--- src/ufd_pkg.sv ---
// Shared constants and types for the serial data path block.
package ufd_pkg;

	// Register port width and register offsets.
	localparam int         ADDR_W   = 4;
	localparam logic [3:0] REG_HOLD = 4'h0;
	localparam logic [3:0] REG_IER  = 4'h1;
	localparam logic [3:0] REG_ISR  = 4'h2;
	localparam logic [3:0] REG_FCR  = 4'h3;
	localparam logic [3:0] REG_LCR  = 4'h4;
	localparam logic [3:0] REG_MCR  = 4'h5;
	localparam logic [3:0] REG_LSR  = 4'h6;
	localparam logic [3:0] REG_EFR  = 4'h7;
	localparam logic [3:0] REG_DLD  = 4'h8;

	// Field positions.
	localparam int IER_RX    = 0;
	localparam int IER_TX    = 1;
	localparam int IER_RTS   = 6;
	localparam int IER_CTS   = 7;
	localparam int FCR_EN    = 0;
	localparam int FCR_RXRST = 1;
	localparam int FCR_TXRST = 2;
	localparam int FCR_TXTRG = 4;
	localparam int FCR_RXTRG = 6;
	localparam int LCR_STOP  = 2;
	localparam int LCR_PAR   = 3;
	localparam int LCR_EVEN  = 4;
	localparam int MCR_RTS   = 1;
	localparam int EFR_ENH   = 4;
	localparam int EFR_ARTS  = 6;
	localparam int EFR_ACTS  = 7;
	localparam int DLD_MODE  = 4;
	localparam int TAG_PAR   = 8;
	localparam int TAG_FRM   = 9;
	localparam int TAG_BRK   = 10;

	// Reset values.
	localparam logic [7:0] LCR_RESET = 8'h03;
	localparam logic [7:0] REG_ZERO  = 8'h00;

	// Interrupt source codes.
	localparam logic [7:0] ISR_NONE = 8'h01;
	localparam logic [7:0] ISR_TX   = 8'h02;
	localparam logic [7:0] ISR_RX   = 8'h04;
	localparam logic [7:0] ISR_TOUT = 8'h0c;
	localparam logic [7:0] ISR_FLOW = 8'h20;

	// Sizes, sample clock and time-out figures.
	localparam int FIFO_DEPTH     = 32;
	localparam int RX_ENTRY_W     = 11;
	localparam int SAMPLE_DIV_DEF = 16;
	localparam int TOUT_CHARS     = 4;
	localparam int TOUT_BITS      = 12;

	// Trigger and hysteresis tables, indexed by the trigger select.
	localparam int RX_TRIG [4] = '{8, 16, 24, 28};
	localparam int TX_TRIG [4] = '{8, 16, 24, 28};
	localparam int RTS_HI  [4] = '{16, 24, 28, 28};
	localparam int RTS_LO  [4] = '{0, 8, 16, 24};

	typedef enum logic [2:0] {
		TX_IDLE  = 3'b000,
		TX_START = 3'b001,
		TX_DATA  = 3'b010,
		TX_PAR   = 3'b011,
		TX_STOP  = 3'b100
	} ufd_tx_state_type;

	typedef enum logic [2:0] {
		RX_IDLE  = 3'b000,
		RX_START = 3'b001,
		RX_DATA  = 3'b010,
		RX_PAR   = 3'b011,
		RX_STOP  = 3'b100
	} ufd_rx_state_type;

endpackage

--- src/ufd_core.sv ---
// Serial transmit and receive data path with FIFOs and RTS/CTS control.
// Operation
// - Send bytes LSB first with full framing.
// - FIFO enable turns holding register into FIFO.
// - Each holding write with room advances the write pointer.
// - Non-FIFO: empty flag set on shift load.
// - Empty flag interrupts only when enabled.
// - Non-FIFO: shifter-empty flag when shifter drains.
// - FIFO mode: empty flag while FIFO empty.
// - FIFO mode: interrupt below transmit trigger.
// - FIFO mode: shifter-empty needs FIFO empty too.
// - Validate start bit at half a bit.
// - Sample bits at centre, report errors.
// - Receive FIFO keeps three tags per byte.
// - Holding read pops, tags follow at once.
// - Data ready per byte or at trigger.
// - Time-out after four characters plus twelve bits.
// - Auto RTS needs feature bit and RTS.
// - RTS rising edge sets flow interrupt flag.
// - RTS goes high at upper threshold.
// - RTS returns low at lower threshold.
// - Keep receiving while RTS is high.
// - Auto CTS high suspends the transmitter.
// - Finish stop bit, resume on CTS low.
// - CTS going high sets flow interrupt flag.
// - Bit time is 16, 8 or 4 samples.
// - Character length is 5 to 8 bits.
`timescale 1ns/1ns
module ufd_core import ufd_pkg::*; #(
	parameter int SAMPLE_DIV = SAMPLE_DIV_DEF,
	parameter int DEPTH      = FIFO_DEPTH
) (
	// Clock and reset
	input  wire logic              ref_clk,
	input  wire logic              arst_n,
	// Register port
	input  wire logic [ADDR_W-1:0] regAddr,
	input  wire logic [7:0]        regWdata,
	input  wire logic              regWr,
	input  wire logic              regRd,
	output logic      [7:0]        regRdata,
	// Serial and handshake pins
	input  wire logic              rxd,
	input  wire logic              ctsN,
	output logic                   txd,
	output logic                   rtsN
);

	localparam int PW = $clog2(DEPTH);
	localparam int CW = PW + 1;
	localparam int DW = $clog2(SAMPLE_DIV + 1);

	logic [7:0] intEnable_q, fifoCtrl_q, lineCtrl_q, modemCtrl_q;
	logic [7:0] enhFeature_q, divFrac_q;
	logic [DW-1:0] divCnt_q;
	logic [2:0] rxS_q, ctsS_q;
	logic rxLine_q, rxLinePrev_q, ctsLine_q, ctsLinePrev_q;
	ufd_tx_state_type txState_q;
	ufd_rx_state_type rxState_q;
	logic [7:0] txShift_q, rxShift_q;
	logic [2:0] txBitIdx_q, rxBitIdx_q;
	logic [4:0] txTick_q, rxTick_q;
	logic txPar_q, txStopIdx_q, rxParAcc_q, rxParErr_q, rxSawOne_q;
	logic [PW-1:0] txWrPtr_q, txRdPtr_q, rxWrPtr_q, rxRdPtr_q;
	logic [CW-1:0] txCount_q, rxCount_q;
	logic overrun_q, rtsOff_q, flowFlag_q;
	logic [9:0] toutCnt_q;
	logic [7:0] txHead;
	logic [RX_ENTRY_W-1:0] rxHead, rxEntry;
	logic sampleTick, fifoEn, txPush, txLoad, txHalt, rxPush, rxPop;
	logic rxFlush, txFlush, rxFull, rxTimeout, rxReady, txEmptyInt;
	logic ctsRise, rtsNext, txBitEnd, rxBitEnd, rxHalfEnd, autoRts;
	logic [CW-1:0] cap, rtsHi, rtsLo;
	logic [4:0] bitLen;
	logic [3:0] wordBits;
	logic [2:0] lastIdx;
	logic [7:0] wordMask, rxData, lsrVal, isrVal;
	logic [9:0] toutLimit;

	// Mode decode shared by both directions.
	assign fifoEn   = fifoCtrl_q[FCR_EN];
	assign bitLen   = divFrac_q[DLD_MODE +: 2] == 2'b01 ? 5'd8 :
	                  divFrac_q[DLD_MODE +: 2] == 2'b10 ? 5'd4 : 5'd16;
	assign wordBits = 4'd5 + {2'b00, lineCtrl_q[1:0]};
	assign lastIdx  = 3'(wordBits - 4'd1);
	assign wordMask = 8'hff >> (4'd8 - wordBits);
	assign cap      = fifoEn ? CW'(DEPTH) : CW'(1);
	assign txPush   = regWr && regAddr == REG_HOLD && txCount_q < cap;
	assign rxPop    = regRd && regAddr == REG_HOLD && rxCount_q != '0;
	assign txFlush  = regWr && regAddr == REG_FCR && regWdata[FCR_TXRST];
	assign rxFlush  = regWr && regAddr == REG_FCR && regWdata[FCR_RXRST];
	assign autoRts  = enhFeature_q[EFR_ARTS];
	assign rtsHi    = CW'(RTS_HI[fifoCtrl_q[FCR_RXTRG +: 2]]);
	assign rtsLo    = CW'(RTS_LO[fifoCtrl_q[FCR_RXTRG +: 2]]);

	// Software registers; the upper enable bits are guarded.
	always_ff @(posedge ref_clk or negedge arst_n) begin
		if (!arst_n) begin
			intEnable_q  <= REG_ZERO;
			fifoCtrl_q   <= REG_ZERO;
			lineCtrl_q   <= LCR_RESET;
			modemCtrl_q  <= REG_ZERO;
			enhFeature_q <= REG_ZERO;
			divFrac_q    <= REG_ZERO;
		end else if (regWr) begin
			unique case (regAddr)
				REG_IER: intEnable_q <= enhFeature_q[EFR_ENH] ? regWdata
				                        : {intEnable_q[7:4], regWdata[3:0]};
				REG_FCR: fifoCtrl_q   <= regWdata & 8'hf9;
				REG_LCR: lineCtrl_q   <= regWdata;
				REG_MCR: modemCtrl_q  <= regWdata;
				REG_EFR: enhFeature_q <= regWdata;
				REG_DLD: divFrac_q    <= regWdata;
				default: ;
			endcase
		end
	end

	// Sampling clock; the fractional baud divider is outside this block.
	assign sampleTick = divCnt_q == DW'(SAMPLE_DIV - 1);
	always_ff @(posedge ref_clk or negedge arst_n) begin
		if (!arst_n) begin
			divCnt_q <= '0;
		end else begin
			divCnt_q <= sampleTick ? '0 : divCnt_q + 1'b1;
		end
	end

	// Pin synchronisers; a level counts once the last two stages agree.
	always_ff @(posedge ref_clk or negedge arst_n) begin
		if (!arst_n) begin
			rxS_q         <= 3'h7;
			ctsS_q        <= 3'h7;
			rxLine_q      <= 1'b1;
			rxLinePrev_q  <= 1'b1;
			ctsLine_q     <= 1'b1;
			ctsLinePrev_q <= 1'b1;
		end else begin
			rxS_q         <= {rxS_q[1:0], rxd};
			ctsS_q        <= {ctsS_q[1:0], ctsN};
			rxLinePrev_q  <= rxLine_q;
			ctsLinePrev_q <= ctsLine_q;
			if (rxS_q[1] == rxS_q[2]) begin
				rxLine_q <= rxS_q[2];
			end
			if (ctsS_q[1] == ctsS_q[2]) begin
				ctsLine_q <= ctsS_q[2];
			end
		end
	end

	// Transmit FIFO storage.
	ufd_mem #(.WIDTH(8), .DEPTH(DEPTH)) txMem (
		.ref_clk (ref_clk),
		.arst_n  (arst_n),
		.wrEn    (txPush),
		.wrAddr  (txWrPtr_q),
		.wrData  (regWdata),
		.rdAddr  (txLoad ? txRdPtr_q + 1'b1 : txRdPtr_q),
		.rdData  (txHead)
	);

	always_ff @(posedge ref_clk or negedge arst_n) begin
		if (!arst_n) begin
			txWrPtr_q <= '0;
			txRdPtr_q <= '0;
			txCount_q <= '0;
		end else if (txFlush) begin
			txWrPtr_q <= '0;
			txRdPtr_q <= '0;
			txCount_q <= '0;
		end else begin
			if (txPush) begin
				txWrPtr_q <= txWrPtr_q + 1'b1;
			end
			if (txLoad) begin
				txRdPtr_q <= txRdPtr_q + 1'b1;
			end
			txCount_q <= txCount_q + CW'(txPush) - CW'(txLoad);
		end
	end

	assign txHalt   = enhFeature_q[EFR_ACTS] && ctsLine_q;
	assign txLoad   = txState_q == TX_IDLE && txCount_q != '0 && !txHalt;
	assign txBitEnd = sampleTick && txTick_q == bitLen - 5'd1;

	always_ff @(posedge ref_clk or negedge arst_n) begin
		if (!arst_n) begin
			txState_q   <= TX_IDLE;
			txd         <= 1'b1;
			txShift_q   <= '0;
			txBitIdx_q  <= '0;
			txTick_q    <= '0;
			txPar_q     <= 1'b0;
			txStopIdx_q <= 1'b0;
		end else begin
			if (txState_q != TX_IDLE && sampleTick) begin
				txTick_q <= txBitEnd ? 5'd0 : txTick_q + 5'd1;
			end
			unique case (txState_q)
				TX_IDLE: begin
					txd <= !txLoad;
					if (txLoad) begin
						txShift_q <= txHead & wordMask;
						txPar_q   <= ^(txHead & wordMask) ^
						             !lineCtrl_q[LCR_EVEN];
						txTick_q  <= '0;
						txState_q <= TX_START;
					end
				end
				TX_START: if (txBitEnd) begin
					txd        <= txShift_q[0];
					txBitIdx_q <= '0;
					txState_q  <= TX_DATA;
				end
				TX_DATA: if (txBitEnd) begin
					txShift_q  <= txShift_q >> 1;
					txBitIdx_q <= txBitIdx_q + 3'd1;
					if (txBitIdx_q != lastIdx) begin
						txd <= txShift_q[1];
					end else if (lineCtrl_q[LCR_PAR]) begin
						txd       <= txPar_q;
						txState_q <= TX_PAR;
					end else begin
						txd         <= 1'b1;
						txStopIdx_q <= 1'b0;
						txState_q   <= TX_STOP;
					end
				end
				TX_PAR: if (txBitEnd) begin
					txd         <= 1'b1;
					txStopIdx_q <= 1'b0;
					txState_q   <= TX_STOP;
				end
				TX_STOP: if (txBitEnd) begin
					txStopIdx_q <= 1'b1;
					if (!lineCtrl_q[LCR_STOP] || txStopIdx_q) begin
						txState_q <= TX_IDLE;
					end
				end
				default: txState_q <= TX_IDLE;
			endcase
		end
	end

	// Receive side: the start bit is judged at half a bit time.
	assign rxHalfEnd = sampleTick && rxTick_q == (bitLen >> 1) - 5'd1;
	assign rxBitEnd  = sampleTick && rxTick_q == bitLen - 5'd1;
	assign rxData    = rxShift_q >> (4'd8 - wordBits);
	assign rxPush    = rxState_q == RX_STOP && rxBitEnd;
	assign rxFull    = rxCount_q >= cap;
	assign rxEntry   = {!rxSawOne_q && !rxLine_q, !rxLine_q, rxParErr_q,
	                    rxData};

	always_ff @(posedge ref_clk or negedge arst_n) begin
		if (!arst_n) begin
			rxState_q  <= RX_IDLE;
			rxShift_q  <= '0;
			rxBitIdx_q <= '0;
			rxTick_q   <= '0;
			rxParAcc_q <= 1'b0;
			rxParErr_q <= 1'b0;
			rxSawOne_q <= 1'b0;
		end else begin
			if (rxState_q != RX_IDLE && sampleTick) begin
				rxTick_q <= rxTick_q + 5'd1;
			end
			unique case (rxState_q)
				RX_IDLE: if (rxLinePrev_q && !rxLine_q) begin
					rxTick_q  <= '0;
					rxState_q <= RX_START;
				end
				RX_START: if (rxHalfEnd) begin
					rxTick_q   <= '0;
					rxBitIdx_q <= '0;
					rxParAcc_q <= 1'b0;
					rxParErr_q <= 1'b0;
					rxSawOne_q <= 1'b0;
					rxState_q  <= rxLine_q ? RX_IDLE : RX_DATA;
				end
				RX_DATA: if (rxBitEnd) begin
					rxTick_q   <= '0;
					rxShift_q  <= {rxLine_q, rxShift_q[7:1]};
					rxParAcc_q <= rxParAcc_q ^ rxLine_q;
					rxSawOne_q <= rxSawOne_q | rxLine_q;
					rxBitIdx_q <= rxBitIdx_q + 3'd1;
					if (rxBitIdx_q == lastIdx) begin
						rxState_q <= lineCtrl_q[LCR_PAR] ? RX_PAR : RX_STOP;
					end
				end
				RX_PAR: if (rxBitEnd) begin
					rxTick_q   <= '0;
					rxParErr_q <= (rxParAcc_q ^ rxLine_q) ==
					              lineCtrl_q[LCR_EVEN];
					rxSawOne_q <= rxSawOne_q | rxLine_q;
					rxState_q  <= RX_STOP;
				end
				RX_STOP: if (rxBitEnd) begin
					rxState_q <= RX_IDLE;
				end
				default: rxState_q <= RX_IDLE;
			endcase
		end
	end

	ufd_mem #(.WIDTH(RX_ENTRY_W), .DEPTH(DEPTH)) rxMem (
		.ref_clk (ref_clk),
		.arst_n  (arst_n),
		.wrEn    (rxPush && !rxFull),
		.wrAddr  (rxWrPtr_q),
		.wrData  (rxEntry),
		.rdAddr  (rxPop ? rxRdPtr_q + 1'b1 : rxRdPtr_q),
		.rdData  (rxHead)
	);

	// Storing goes on regardless of RTS
	always_ff @(posedge ref_clk or negedge arst_n) begin
		if (!arst_n) begin
			rxWrPtr_q <= '0;
			rxRdPtr_q <= '0;
			rxCount_q <= '0;
		end else if (rxFlush) begin
			rxWrPtr_q <= '0;
			rxRdPtr_q <= '0;
			rxCount_q <= '0;
		end else begin
			if (rxPush && !rxFull) begin
				rxWrPtr_q <= rxWrPtr_q + 1'b1;
			end
			if (rxPop) begin
				rxRdPtr_q <= rxRdPtr_q + 1'b1;
			end
			rxCount_q <= rxCount_q + CW'(rxPush && !rxFull) - CW'(rxPop);
		end
	end

	// Idle time-out, counted in sample clocks
	assign toutLimit = 10'((TOUT_CHARS * int'(wordBits) + TOUT_BITS) *
	                       int'(bitLen));
	assign rxTimeout = rxCount_q != '0 && toutCnt_q >= toutLimit;
	always_ff @(posedge ref_clk or negedge arst_n) begin
		if (!arst_n) begin
			toutCnt_q <= '0;
		end else if (rxPush || rxPop || rxCount_q == '0) begin
			toutCnt_q <= '0;
		end else if (sampleTick && toutCnt_q < toutLimit) begin
			toutCnt_q <= toutCnt_q + 10'd1;
		end
	end

	// Overrun is sticky; a new overrun wins over the status read.
	always_ff @(posedge ref_clk or negedge arst_n) begin
		if (!arst_n) begin
			overrun_q <= 1'b0;
		end else if (rxPush && rxFull) begin
			overrun_q <= 1'b1;
		end else if (regRd && regAddr == REG_LSR) begin
			overrun_q <= 1'b0;
		end
	end

	// RTS only once software asserts it
	assign rtsNext = !modemCtrl_q[MCR_RTS] || rtsOff_q;
	assign ctsRise = !ctsLinePrev_q && ctsLine_q;
	always_ff @(posedge ref_clk or negedge arst_n) begin
		if (!arst_n) begin
			rtsOff_q   <= 1'b0;
			rtsN       <= 1'b1;
			flowFlag_q <= 1'b0;
		end else begin
			rtsN <= rtsNext;
			if (!autoRts) begin
				rtsOff_q <= 1'b0;
			end else if (rxCount_q >= rtsHi) begin
				rtsOff_q <= 1'b1;
			end else if (rxCount_q <= rtsLo) begin
				rtsOff_q <= 1'b0;
			end
			if ((intEnable_q[IER_RTS] && !rtsN && rtsNext) ||
			    (intEnable_q[IER_CTS] && ctsRise)) begin
				flowFlag_q <= 1'b1;
			end else if (regRd && regAddr == REG_ISR) begin
				flowFlag_q <= 1'b0;
			end
		end
	end

	// Data ready per byte or at trigger
	assign rxReady = fifoEn ?
	                 rxCount_q >= CW'(RX_TRIG[fifoCtrl_q[FCR_RXTRG +: 2]]) :
	                 rxCount_q != '0;
	assign txEmptyInt = fifoEn ?
	                 txCount_q < CW'(TX_TRIG[fifoCtrl_q[FCR_TXTRG +: 2]]) :
	                 txCount_q == '0;

	always_comb begin
		lsrVal    = '0;
		lsrVal[0] = rxCount_q != '0;
		lsrVal[1] = overrun_q;
		// Tags of the byte on top
		lsrVal[4:2] = rxCount_q != '0 ? rxHead[TAG_BRK:TAG_PAR] : 3'b000;
		lsrVal[5] = txCount_q == '0;
		lsrVal[6] = txCount_q == '0 && txState_q == TX_IDLE;
		if (intEnable_q[IER_RX] && rxTimeout) begin
			isrVal = ISR_TOUT;
		end else if (intEnable_q[IER_RX] && rxReady) begin
			isrVal = ISR_RX;
		end else if (intEnable_q[IER_TX] && txEmptyInt) begin
			isrVal = ISR_TX;
		end else if (flowFlag_q) begin
			isrVal = ISR_FLOW;
		end else begin
			isrVal = ISR_NONE;
		end
	end

	// Read data stand for one cycle only, zero otherwise.
	always_ff @(posedge ref_clk or negedge arst_n) begin
		if (!arst_n) begin
			regRdata <= '0;
		end else if (!regRd) begin
			regRdata <= '0;
		end else begin
			unique case (regAddr)
				REG_HOLD: regRdata <= rxHead[7:0];
				REG_IER:  regRdata <= intEnable_q;
				REG_ISR:  regRdata <= isrVal;
				REG_FCR:  regRdata <= fifoCtrl_q;
				REG_LCR:  regRdata <= lineCtrl_q;
				REG_MCR:  regRdata <= modemCtrl_q;
				REG_LSR:  regRdata <= lsrVal;
				REG_EFR:  regRdata <= enhFeature_q;
				REG_DLD:  regRdata <= divFrac_q;
				default:  regRdata <= '0;
			endcase
		end
	end
endmodule

--- src/ufd_mem.sv ---
// Small FIFO storage with a registered, write-through read port.
`timescale 1ns/1ns
module ufd_mem #(
	parameter int WIDTH = 8,
	parameter int DEPTH = 32,
	parameter int AW    = $clog2(DEPTH)
) (
	// Clock and reset
	input  wire logic             ref_clk,
	input  wire logic             arst_n,
	// Write port
	input  wire logic             wrEn,
	input  wire logic [AW-1:0]    wrAddr,
	input  wire logic [WIDTH-1:0] wrData,
	// Read port
	input  wire logic [AW-1:0]    rdAddr,
	output logic      [WIDTH-1:0] rdData
);

	logic [WIDTH-1:0] store [DEPTH];

	always_ff @(posedge ref_clk) begin
		if (wrEn) begin
			store[wrAddr] <= wrData;
		end
	end

	// A write into the entry being read shows at once, so an empty
	// FIFO that takes a byte presents it on the very next cycle.
	always_ff @(posedge ref_clk or negedge arst_n) begin
		if (!arst_n) begin
			rdData <= '0;
		end else if (wrEn && wrAddr == rdAddr) begin
			rdData <= wrData;
		end else begin
			rdData <= store[rdAddr];
		end
	end

endmodule

--- config.mk ---
export PLATFORM = sky130hd
export DESIGN_NAME = ufd_core
export DESIGN_NICKNAME = d
export VERILOG_FILES = /design/src/ufd_pkg.sv /design/src/ufd_core.sv /design/src/ufd_mem.sv
export SDC_FILE = /design/constraint.sdc
export NUM_CORES = 1
export LEC_CHECK = 0
export BUFFER_PORTS_ARGS = -buffer_cell sky130_fd_sc_hd__buf_2
export CAP_MARGIN = 20
export CELL_PAD_IN_SITES_DETAIL_PLACEMENT = 1
export CELL_PAD_IN_SITES_GLOBAL_PLACEMENT = 1
export CORE_MARGIN = 2
export CORE_UTILIZATION = 45
export DETAILED_ROUTE_END_ITERATION = 16
export GPL_TIMING_DRIVEN = 0
export MAX_ROUTING_LAYER = met4
export PLACE_DENSITY_LB_ADDON = 0.1
export SYNTH_ARGS = -nofsm -noshare
export SYNTH_HDL_FRONTEND = slang
export SYNTH_SLANG_ARGS = --single-unit
--- constraint.sdc ---
create_clock -name ref_clk -period 12.38 [get_ports ref_clk]
set_input_delay 0 -clock ref_clk [delete_from_list [all_inputs] [get_ports ref_clk]]
set_output_delay 0 -clock ref_clk [all_outputs]
set_load 0.03 [all_outputs]
==> summary.md <==
| Metric | Value |
|---|---|
| Outcome | `complete, no violations` |
| Slowest Stage Delay on Critical Path | `around 830 ps` |
| Fin nets | `around 2800` |
| Highest clock rate | `157 MHz` |
| Hold Path End | `txMem.store[8][1]` |
| Die footprint | `roughly 79000 µm²` |
| Post-DR vias/cell | `~6` |
| #FFs+latches synth | `786` |
| Cell depth of the worst hold path | `1` |
| Fill cells | `7515` |
| CTS root buffer | `clkbuf_16` |
| Syn-to-layout area delta | `15.0%` |
| Fraction of registers with async set/reset | `between 20% and 30%` |
| Tmin final | `about 6400 ps` |
| Die Y | `between 200 and 300 µm` |
| Cell type of the slowest stage on the worst timing path | `nor4b_1` |
| Core Area | `between 70000 and 80000 µm²` |
| CP bufs+invs | `4` |
| FF-to-FF End | `toutCnt_q[4]` |
| Reg-to-reg startpoint | `lineCtrl_q[0]` |
| CP arrival | `between 6000 and 7000 ps` |
| Leakage | `around 0.014 µW` |
| I/O Pins | `28` |
| CTS clk-pin slew, worst paths | `60 ps` |
| Multi-input combinational cell area | `approximately 11000 µm²` |
| Post-CTS Setup Inserts | `0` |
| Wirelength, routed | `104000 µm` |
| Placer Congestion | `around 0.9` |
| R2R Setup Slk | `6000 ps` |
| CTS tree | `built` |
| Post-Synthesis Cells | `between 2000 and 3000` |
| Leading area contributor after synthesis | `edfxtp_1` |
| H-tree Lvls | `3` |
| CP most frequent cell | `ha_1` |
| Rel. slew slack | `18.7%` |
| Total GRT Usage | `approximately 27%` |
| Residual DRC count | `0` |
| Worst Min Path Start | `regWdata[1]` |
| Row count | `approximately 100` |
| Slew Limit Fails | `0` |
| Pin count of the biggest net entering global routing | `roughly 120` |
| Pwr dens | `~220 nW/µm²` |
| Register area share after synthesis | `65.7%` |
| Post-layout util | `52.3%` |
| Synthesized cell area | `34600 µm²` |
| Routed Antenna Nets | `0` |
| Worst-Skew Late Latency | `640 ps` |
| Iteration-0 DRC Markers | `approximately 2200` |
| Share of layout cells above drive strength 1 | `between 10% and 20%` |
| GRT overflow | `0` |
| Via count | `23000` |
| Reg2reg path depth | `19` |
| Main synth FF type | `edfxtp_1` |
| HP Class | `in -> reg` |
| DRT Pass-1 Iters | `8` |
| CP Max Fanout | `10` |
| Post-route cell area | `~40000 µm²` |
| Syn avg cell area | `about 14 µm²` |
| HPWL Detailed | `between 70000 and 80000 µm` |
| Peak supply drop | `0.137 mV` |
| Final Hold Viols | `0` |
| Max Clock Skew | `about 22 ps` |
| # clock sinks | `between 700 and 800` |
| Synth warn | `0` |
| Drt wl/cell | `between 20 and 30 µm` |
| Final setup violation count | `0` |
| CTS Buffer Depth | `3` |
| Initial antenna violation count | `2` |
| WP data required | `around 13000 ps` |
| First-pass GRT wire length | `155000 µm` |
| Vias in the first global route | `about 24000` |
| CP Class | `reg -> reg` |
| Chip width | `approximately 280 µm` |
| Slew @ Worst Pin | `approximately 1200 ps` |
| Ant. Diodes | `0` |
| RSZ-0062 raised after global routing | `no` |
| Setup TNS | `0 ps` |
| Final period util | `approximately half` |
| Register area | `about 23000 µm²` |
| Post-synthesis cell type count | `81` |
| Largest cells by area after synthesis | `edfxtp_1 53%, dfrtp_1 12%, mux2i_1 5.9%` |
| CP Cell Sequence | `clkbuf_1 -> inv_1 -> ha_1 -> clkbuf_1 -> xor2_1 -> and2_1 -> fa_1 -> ha_1 -> ha_1 -> ha_1 -> xor2_1 -> xnor2_1 -> xnor2_1 -> ha_1 -> o21a_1 -> nor4b_1 -> buf_2 -> nand4_1 -> a21oi_1` |
| Port Buffer Count | `26` |
| Initial core utilization | `between 40 and 50%` |
| Synth top area share | `52.8%` |
| Num CTS Buffers | `87` |
| Type of origin of the critical path | `register` |
| Number of max-cap violations | `0` |
| Dpl cell area | `between 30000 and 40000 µm²` |
| Post-synth EDFFs | `608` |
| Critical path endpoint category | `register` |
| Synthesized Nets | `approximately 2600` |
| Critical path's top delay family | `adder cells` |
cell type report:
cell class | count | area share [%]
sequential | 786 | 57.1
multi-input combinational | 1570 | 27.9
clock buffer | 116 | 5.95
tap | 1030 | 3.24
timing repair buffer | 91 | 2.33
clock inverter | 46 | 1.38
buffer | 128 | 1.38
inverter | 69 | 0.651
sequential cells by signal, summed over array words and instances (netlist names), 6 cells and up:
name          flops
regRdata          8
lineCtrl_q        8
txMem.rdData      8
txCount_q         6
rxShift_q         8
modemCtrl_q       8
enhFeature_q      8
rxMem.rdData     11
txShift_q         8
intEnable_q       8
rxCount_q         6
divFrac_q         8
fifoCtrl_q        6
txMem.store     256
toutCnt_q        10
rxMem.store     352
how the worst max path moves through the flow:
stage                             start            to  slack, ps  cells past startpoint
after global placement    lineCtrl_q[0]  toutCnt_q[8]       5890                     18
after CTS                 lineCtrl_q[0]  toutCnt_q[4]       5800                     19
after floorplan           lineCtrl_q[0]  toutCnt_q[6]       7200                     18
final                     lineCtrl_q[0]  toutCnt_q[4]       6000                     19
after global routing      lineCtrl_q[0]  toutCnt_q[4]       5430                     19
after detailed placement  lineCtrl_q[0]  toutCnt_q[4]       5840                     19
routing by layer:
layer / track usage, % / vias to the layer above / routed length, µm / share of wire (%)
met5: - / - / 0 / 0
met4: 7.08 / 0 / 2360 / 2.3
met3: 3.12 / 158 / 6580 / 6.3
met2: 42.2 / 822 / 48600 / 47
met1: 38.9 / 12000 / 46800 / 45
li1: - / 10000 / - / -
synthesized netlist by cell type, types with 38 or more instances:
master,n
edfxtp_1,608
mux2i_1,203
dfrtp_1,164
a21oi_1,86
clkbuf_1,82
inv_1,67
nor2_1,180
nand3_1,65
nand2_1,308
mux2_2,38
ha_1,66
o21ai_0,75
xnor2_1,40
through the flow:
step                      setup WS, ps  cells  hold slack (ps)  power [µW]
after floorplan                   7200   2553             -296        4980
after global placement            5890   3609              105        6000
after detailed placement          5840   3651            -16.2        6090
after CTS                         5800   3827             3.83        8750
after global routing              5430   3836             50.6        9110
final                             6000   3836             15.9        8740
where the power goes:
group          internal, µW  switching (µW)
logic                   992            1970
registers              2990             128
clock network          1580            1070
total                  5560            3170
placed cells by master (no fill, tap or decap), drive strengths merged, types with 9 or more instances in the layout:
cell and n:
edfxtp 608, nand2 308, mux2i 203, clkbuf 200
nor2 180, dfrtp 164, buf 122, a21oi 87
o21ai 77, inv 69, ha 66, nand3 65
xnor2 43, mux2 39, clkinv 35, a31oi 32
a32oi 32, mux4 32, xor2 28, nor3 28
a221oi 25, nand4 24, and3 20, and2 18
a22oi 18, o22ai 16, nor2b 16, a32o 14
dfstp 14, dlygate4sd3 13, nor4 13, a211oi 12
nand2b 11, a221o 11, bufinv 11, a22o 9
a222oi 9, o31ai 9
timing repair:
item | CTS | global route
hold buffers | 14 | 0
resized for setup | 0 | 0
hold endpoints to repair | 263 | 0
endpoints found under the setup margin | 0 | 0
kinds of logic (layout without fill, tap and decap cells):
kind of cell / count (synthesis) / in the layout / synth area share (%)
adder cells (fa/ha/maj): 72 / 72 / 2.68
XOR/XNOR: 71 / 71 / 1.92
multiplexers: 274 / 274 / 9.24
AO/OA/AOI/OAI: 432 / 432 / 8.76
flip-flops: 786 / 786 / 65.7
AND/OR/NAND/NOR: 721 / 721 / 9.36
buffers and inverters: 197 / 450 / 2.33
Power figures use the tool's default switching activity.
